File: config.mk
export PLATFORM = sky130hd
export DESIGN_NAME = rxig_top
export DESIGN_NICKNAME = d
export VERILOG_FILES = /design/src/rtl/rxig_pkg.sv /design/src/rtl/rxig_top.sv
export VERILOG_INCLUDE_DIRS = /design/src /design/src/rtl
export SDC_FILE = /design/constraint.sdc
export NUM_CORES = 1
export LEC_CHECK = 0
export BUFFER_PORTS_ARGS = -buffer_cell sky130_fd_sc_hd__buf_2
export CAP_MARGIN = 20
export CORE_ASPECT_RATIO = 0.75
export CORE_UTILIZATION = 42
export DETAILED_ROUTE_END_ITERATION = 16
export PLACE_DENSITY = 0.81
export SYNTH_ARGS = -nofsm -noshare
export SYNTH_HDL_FRONTEND = slang
export SYNTH_SLANG_ARGS = --single-unit
File: constraint.sdc
create_clock -name clk -period 1.3 [get_ports clk]
set_clock_uncertainty 0.2 [all_clocks]
set_input_delay 0.065 -clock clk [delete_from_list [all_inputs] [get_ports clk]]
set_output_delay 0.065 -clock clk [all_outputs]
set_load 0.005 [all_outputs]
File: src/rtl/rxig_cfg.svh
// register offsets, field positions and reset values of the receiver and interrupt gate block
`ifndef RXIG_CFG_SVH
`define RXIG_CFG_SVH
`define RXIG_ADDR_W 8
`define RXIG_DATA_W 8
`define RXIG_OFS_IRQ_MASTER_EN_LOW 8'h60
`define RXIG_OFS_RX_ON_UPPER 8'h88
`define RXIG_OFS_CHAN_IRQ_STATUS 8'h61
`define RXIG_FIELD_LSB 0
`define RXIG_FIELD_W 6
`define RXIG_RST_IRQ_MASTER_EN 6'h00
`define RXIG_RST_RX_ON 6'h00
`endif

File: src/rtl/rxig_pkg.sv
// types shared by the receiver and interrupt gate block
package rxig_pkg;
  // register port request from the host
  typedef struct packed {
    logic [7:0] addr;
    logic [7:0] wdata;
    logic wr;
    logic rd;
  } rxig_req_t;
  // per-channel line pin drive state for the receivers
  typedef struct packed {
    logic [5:0] rx_on;
    logic [5:0] hiz;
  } rxig_rx_t;
endpackage : rxig_pkg

File: src/rtl/rxig_top.sv
// receiver enable register, channel interrupt master gate and level status
//
// Chosen here: strobed register access.
`timescale 1ns/100ps
`include "rxig_cfg.svh"

module rxig_top #(
  parameter int NCH = 6
) (
  input wire logic clk,
  input wire logic reset,
  input wire rxig_pkg::rxig_req_t req,
  input wire logic [NCH-1:0] src_irq_pending,
  input wire logic [NCH-1:0] src_status_read,
  output logic [7:0] rdata,
  output rxig_pkg::rxig_rx_t rx_ctrl,
  output logic [NCH-1:0] chan_status,
  output logic host_irq
);
  import rxig_pkg::*;

  // stored enables, reset to off
  logic [NCH-1:0] rx_on_reg; // receivers of channels 11..6
  logic [NCH-1:0] master_en_reg; // master gates of channels 5..0
  logic [NCH-1:0] status_reg; // sticky channel level status
  logic [NCH-1:0] status_next;
  logic [7:0] rdata_next;
  logic irq_next;

  // receiver enable register write
  always_ff @(posedge clk or posedge reset) begin
    if (reset) begin
      rx_on_reg <= `RXIG_RST_RX_ON;
    end else if (req.wr && req.addr == `RXIG_OFS_RX_ON_UPPER) begin
      rx_on_reg <= req.wdata[NCH-1:0];
    end
  end

  // master interrupt enable register write
  always_ff @(posedge clk or posedge reset) begin
    if (reset) begin
      master_en_reg <= `RXIG_RST_IRQ_MASTER_EN;
    end else if (req.wr && req.addr == `RXIG_OFS_IRQ_MASTER_EN_LOW) begin
      master_en_reg <= req.wdata[NCH-1:0];
    end
  end

  // per channel sticky status; a new event wins over the clearing read
  genvar g;
  generate
    for (g = 0; g < NCH; g++) begin : g_chan
      always_comb begin
        // source pending already carries its own source enable
        if (master_en_reg[g] && src_irq_pending[g]) begin
          status_next[g] = 1'b1;
        end else if (src_status_read[g]) begin
          status_next[g] = 1'b0;
        end else begin
          status_next[g] = status_reg[g] & master_en_reg[g];
        end
      end
    end
  endgenerate

  // status update
  always_ff @(posedge clk or posedge reset) begin
    if (reset) begin
      status_reg <= '0;
    end else begin
      status_reg <= status_next;
    end
  end

  // host interrupt is the or of gated status
  assign irq_next = |status_next;

  // registered host interrupt pin
  always_ff @(posedge clk or posedge reset) begin
    if (reset) begin
      host_irq <= 1'b0;
    end else begin
      host_irq <= irq_next;
    end
  end

  // receiver pin control from the stored bits
  always_ff @(posedge clk or posedge reset) begin
    if (reset) begin
      rx_ctrl <= '{rx_on: `RXIG_RST_RX_ON, hiz: ~`RXIG_RST_RX_ON};
    end else begin
      rx_ctrl.rx_on <= rx_on_reg;
      rx_ctrl.hiz <= ~rx_on_reg;
    end
  end

  // status visible as output
  always_ff @(posedge clk or posedge reset) begin
    if (reset) begin
      chan_status <= '0;
    end else begin
      chan_status <= status_next;
    end
  end

  // read mux, reserved bits and unmapped read zero
  always_comb begin
    rdata_next = 8'h00;
    if (req.rd) begin
      case (req.addr)
        `RXIG_OFS_RX_ON_UPPER: rdata_next = {2'b00, rx_on_reg};
        `RXIG_OFS_IRQ_MASTER_EN_LOW: rdata_next = {2'b00, master_en_reg};
        `RXIG_OFS_CHAN_IRQ_STATUS: rdata_next = {2'b00, status_reg};
        default: rdata_next = 8'h00;
      endcase
    end
  end

  // registered read data, zero in every cycle that follows no read
  always_ff @(posedge clk or posedge reset) begin
    if (reset) begin
      rdata <= 8'h00;
    end else begin
      rdata <= rdata_next;
    end
  end
endmodule : rxig_top

==> flow_summary.ini, run 1 <==
[die]
pin_count = 59
die_h_um = 53.0
core_mm2 = 0.00331
die-area_mm2 = 0.00371
rows = 18
start_util = 0.440
fp.dieW_um = 70.0

[synth]
synth_compound_area_frac = 0.0618
synth-simple-area-share = 0.112
ys_top_cells_by_area = dfrtp_1 53%, mux2_2 14%, dfstp_2 11%, a22oi_1 3.1%, o21a_1 3.1%
synth_async_sr_flop_share = 1.00
synth_cells = 104
synth_edf_count = 0
yosys-top-cells-count = 31 x dfrtp_1, 18 x mux2_2, 8 x nor2_1
yosysWarnings = 0
synth-seq-area-share = 0.640
synthAdderAreaFrac = 0
synth_top_area_cell = dfrtp_1
netlist.area_leader.share = 0.532
synthesis.area_mm2 = 0.00146
synthMuxAreaShare = 0.139
synth_top_family_by_area = multiplexers
syn_avg_cell_area_um2 = 14.0
synth_xor_area_frac = 0
synth_ff_type = dfrtp_1
ys_seq_elements = 37
synth.most_common_cell = dfrtp_1
ys_types = 21

[clock_network]
htree_levels = 2
cts_made_buffers = 5
cts_tree = yes
clockRootBuffer = clkbuf_8
clock_path_buffers = 2
clkLatencyLatePin_ns = 0.28
cts.sinks = 37
cts.clk_slew.worst_paths_ns = 0.07

[critical_path]
cp_max_fo = 3
cpMaxStageDelayCell = dfrtp_1
critPathCaptureType = flop
cp.arrival_ns = 1.44
path_class = reg -> reg
worstSetupStartpointType = flop
reg2reg_depth = 4
max_stage_delay_ns = 0.40
crit_chain = nor2b_4 > o21a_4 > nor4_4 > nand2_1
critical_path_required_ns = 1.26

[route]
drc_errors = 0
wire_per_inst_um = 14.6
drt_iter0_markers = 45
viasPerCell = 4.74
ant_nets = 0
wirelength_mm = 3.29
drt_first_pass_iters = 4
vias = 1071

[timing]
tns_ns = -0.176
fin_crit_sh = 1.14
fin_ws_ns = -0.176
final.min_clock_period_ns = 1.48
max_freq_mhz = 677
setup_viol = 1
finalHoldViolCount = 2
rsz0062_at_grt = true
fin_hold_ws_ns = -0.108
slew_violations = 0

[run_status]
status = finished, violations left
violations = negative hold slack, negative setup slack

[cells_and_area]
largest-register = rx_ctrl
fin_area_mm2 = 0.00211
drive_gt1_frac = 0.548
instances_no_fill = 226
largest_register_ffs = 12
area_delta_synth_final_pct = 44.7
fin_util = 0.637
nets = 217
diodes = 0

[global_route]
met2_usage = 0.337
grt_use_met1 = 0.207
grt_use_total = 0.191
use_met3 = 0.0571
grt_max_degree = 38
busiest_layer = met2
grt_pass1_vias = 1049
gr-total-overflow = 0
grt_pass1_wl_mm = 5.04
antenna_found_initial = 0

[placed_design]
place_ws_ns = -0.262
placed_area_mm2 = 0.00181
dp.cells = 201
place.detailed.hpwl_mm = 2.31
gp_congestion = 0.833
io_buffers = 54

[pwr]
power.total_mw = 2.21
p_leak_nw = 1.08
ir_drop_v = 0.000538
power_density_mw_per_mm2 = 1050

[min_path]
min_path_type = in -> reg
holdPathStages = 2

[job]
maxCapViolCount = 0
==> layout make-up <==
class                      instances  area (um^2)
tap                               40         50.0
inverter                           7         26.3
fill                             244         1200
timing repair buffer              78          510
sequential                        37          933
clock inverter                     2         10.0
multi-input combinational         56          507
clock buffer                       6         72.6
==> worst max-delay path, delay by kind of cell (launching register included) <==
kind               cells  cell delay [ns]
DFF                    1             0.40
AOI/OAI and AO/OA      1             0.22
and+or+nand+nor        3             0.53
==> kinds of logic (layout without fill, tap and decap cells) <==
kind of cell,count (synthesis),after routing
mux,18,18
buf+inv,12,93
flops,37,37
simple gates,24,24
other cells,1,2
compound gates,12,12
==> final timing paths <==
kind / from / endpoint / slack, ns
min in group asynchronous: reset / rdata[0] / 0.17
max in group asynchronous: reset / rx_ctrl[2] / 0.48
worst min-delay path: src_irq_pending[5] / chan_status[5] / -0.11
worst max-delay path: chan_status[3] / host_irq / -0.18
worst max register to register: chan_status[3] / host_irq / -0.18
worst min register to register: rx_on_reg[3] / rx_ctrl[9] / 0.23
==> per-layer routing <==
| metal | vias up | wire, um |
|---|---|---|
| met5 | - | 0 |
| li1 | 507 | - |
| met1 | 522 | 1420 |
| met3 | 5 | 158 |
| met2 | 37 | 1660 |
| met4 | 0 | 62 |
==> cell usage in the layout (no fill, tap or decap) <==
cell / n
nand4bb_1: 1
buf_4: 5
clkinv_2: 2
inv_1: 7
buf_6: 2
nor4_4: 1
nand3_2: 1
a22oi_1: 4
buf_2: 54
nor2b_1: 5
nand2_1: 2
mux2_2: 17
o21a_4: 1
o21a_1: 5
nor2_2: 1
a22oi_2: 2
dfstp_2: 6
and3b_1: 1
dfrtp_1: 31
and2_1: 1
nor4b_2: 1
clkbuf_8: 5
nor2_1: 8
conb_1: 2
buf_12: 1
mux2_4: 1
nor4b_4: 1
dlygate4sd3_1: 16
clkbuf_1: 1
nor2b_4: 1
==> power by group <==
group,switching (mW),internal [mW],total (mW),leakage [nW]
Sequential,0.0255,1.20,1.23,0.492
Combinational,0.0995,0.138,0.238,0.544
Clock,0.374,0.371,0.745,0.0450
Total,0.499,1.71,2.21,1.08
==> timing repair <==
action | 4_1_cts | 5_1_grt
buffers inserted | 1 | 0
hold buffers | 14 | 2
pin swaps | 2 | 5
endpoints found under the hold margin | 62 | 4
setup endpoints to repair | 1 | 3
resized for setup | 1 | 10
(Power assumes the default switching activity.)
==> inputs of run 2 (changes only) <==
--- a/config.mk
+++ b/config.mk
@@ -6,12 +6,13 @@
 export SDC_FILE = /design/constraint.sdc
 export NUM_CORES = 1
 export LEC_CHECK = 0
+export ABC_CLOCK_PERIOD_IN_PS = 1300
 export BUFFER_PORTS_ARGS = -buffer_cell sky130_fd_sc_hd__buf_2
 export CAP_MARGIN = 20
 export CORE_ASPECT_RATIO = 0.75
-export CORE_UTILIZATION = 42
+export CORE_UTILIZATION = 35
 export DETAILED_ROUTE_END_ITERATION = 16
-export PLACE_DENSITY = 0.81
+export PLACE_DENSITY = 0.7
 export SYNTH_ARGS = -nofsm -noshare
 export SYNTH_HDL_FRONTEND = slang
 export SYNTH_SLANG_ARGS = --single-unit
==> flow_summary.ini, run 2 (synthesized netlist as in run 1, its figures left out) <==
[timing]
max_freq_mhz = 734
finalHoldViolCount = 2
tns_ns = -0.0629
slew_violations = 0
fin_crit_sh = 1.05
fin_hold_ws_ns = -0.149
setup_viol = 1
rsz0062_at_grt = true
final.min_clock_period_ns = 1.36
fin_ws_ns = -0.0629

[global_route]
gr-total-overflow = 0
grt_pass1_vias = 1114
grt_max_degree = 20
grt_use_total = 0.164
antenna_found_initial = 0
grt_pass1_wl_mm = 5.37

[route]
vias = 1072
drc_errors = 0
ant_nets = 0
wire_per_inst_um = 13.2
wirelength_mm = 3.15
viasPerCell = 4.49
drt_iter0_markers = 46
drt_first_pass_iters = 4

[critical_path]
rr_endpoint = host_irq
cp_max_fo = 3
worstSetupStartpointType = flop
critPathCaptureType = flop
critical_path_required_ns = 1.26
r2r_slack_ns = -0.06
reg2reg_depth = 4
path_class = reg -> reg
r2r_start = chan_status[4]
cp.arrival_ns = 1.33

[clock_network]
postCtsSetupRepairBufs = 0
htree_levels = 2
clockRootBuffer = clkbuf_8
cts_tree = yes
clkLatencyLatePin_ns = 0.28
clock_path_buffers = 2
cts.clk_slew.worst_paths_ns = 0.06
cts.sinks = 37
cts_made_buffers = 5
ctsHoldBuffers = 18

[cells_and_area]
num-fill-cells = 319
fin_util = 0.558
multi_input_area_um2 = 500
layout_commonest_cell = buf_2
final_cell_mix = 54 x buf_2, 31 x dfrtp_1, 18 x dlygate4sd3_1
seqCellArea_um2 = 933
largest_register_ffs = 12
area_delta_synth_final_pct = 46.6
nets = 219
diodes = 0
largest-register = rx_ctrl
drive_gt1_frac = 0.545
fin_area_mm2 = 0.00214

[pwr]
power.total_mw = 2.24
power_density_mw_per_mm2 = 1050
ir_drop_v = 0.000501
p_leak_nw = 1.08

[min_path]
worstHoldStart = src_irq_pending[4]
min_path_type = in -> reg
holdPathStages = 2
whs_endpoint = chan_status[4]

[die]
start_util = 0.381
die-area_mm2 = 0.00443
core_mm2 = 0.00383
fp.dieW_um = 76.5
die_h_um = 57.9
pin_count = 59
rows = 19

[placed_design]
placed_area_mm2 = 0.00182
gp_congestion = 0.820
io_buffers = 54
place.detailed.hpwl_mm = 2.34

[run_status]
violations = negative hold slack, negative setup slack
status = finished, violations left

[job]
maxCapViolCount = 0
-- run 2: changes by cell type in the layout (fill, tap and decap cells not counted), sizes merged --
cell,change
clkinvlp,+1
clkinv,-2
dlygate4sd3,+2
-- run 2: how the worst max path moves through the flow --
stage | from | end | slack (ns) | depth (start not counted)
3_3_place_gp | req[11] | master_en_reg[1] | -0.16 | 4
6_report | chan_status[4] | host_irq | -0.06 | 4
5_1_grt | chan_status[4] | host_irq | -0.15 | 4
3_5_place_dp | req[11] | master_en_reg[0] | -0.21 | 4
2_1_floorplan | req[10] | master_en_reg[0] | -0.06 | 5
4_1_cts | chan_status[4] | host_irq | -0.09 | 4
-- run 2: cell type report --
type | instances | area share
timing repair buffer | 80 | 0.244
sequential | 37 | 0.437
clock inverter | 1 | 0.00351
multi-input combinational | 56 | 0.234
clock buffer | 6 | 0.0386
inverter | 7 | 0.0123
tap | 52 | 0.0304
-- run 2: routing by layer --
layer | global-route usage | vias up | wire [um]
met5 | 0 | - | 0
met4 | 0.0962 | 0 | 79
met3 | 0.0535 | 11 | 191
met2 | 0.255 | 42 | 1460
met1 | 0.205 | 510 | 1410
li1 | - | 509 | -
-- run 2: per-stage QoR --
step                hold WS [ns]  setup WS, ns  std cells
floorplan                 0.0154       -0.0640        105
global placement          -0.163        -0.165        214
detailed placement        -0.149        -0.213        214
CTS                       -0.156       -0.0892        239
global route              -0.136        -0.148        239
finish                    -0.149       -0.0629        239
-- run 2: worst max-delay path, cell delays in order, from the launching register on --
cell and delay, ns:
dfrtp_1 0.39, nor2b_1 0.13, o21a_1 0.18, nor4_2 0.27
nand2_1 0.07
-- run 2: repair_timing --
item / in CTS / in global routing
setup endpoints to repair: 4 / 5
endpoints found under the hold margin: 59 / 2
pin swaps: 4 / 3
resized for setup: 4 / 7
-- run 2: where the power goes --
part	leakage (nW)	switching (mW)	internal (mW)
registers	0.492	0.0269	1.20
clock network	0.0433	0.363	0.418
logic	0.546	0.0970	0.137
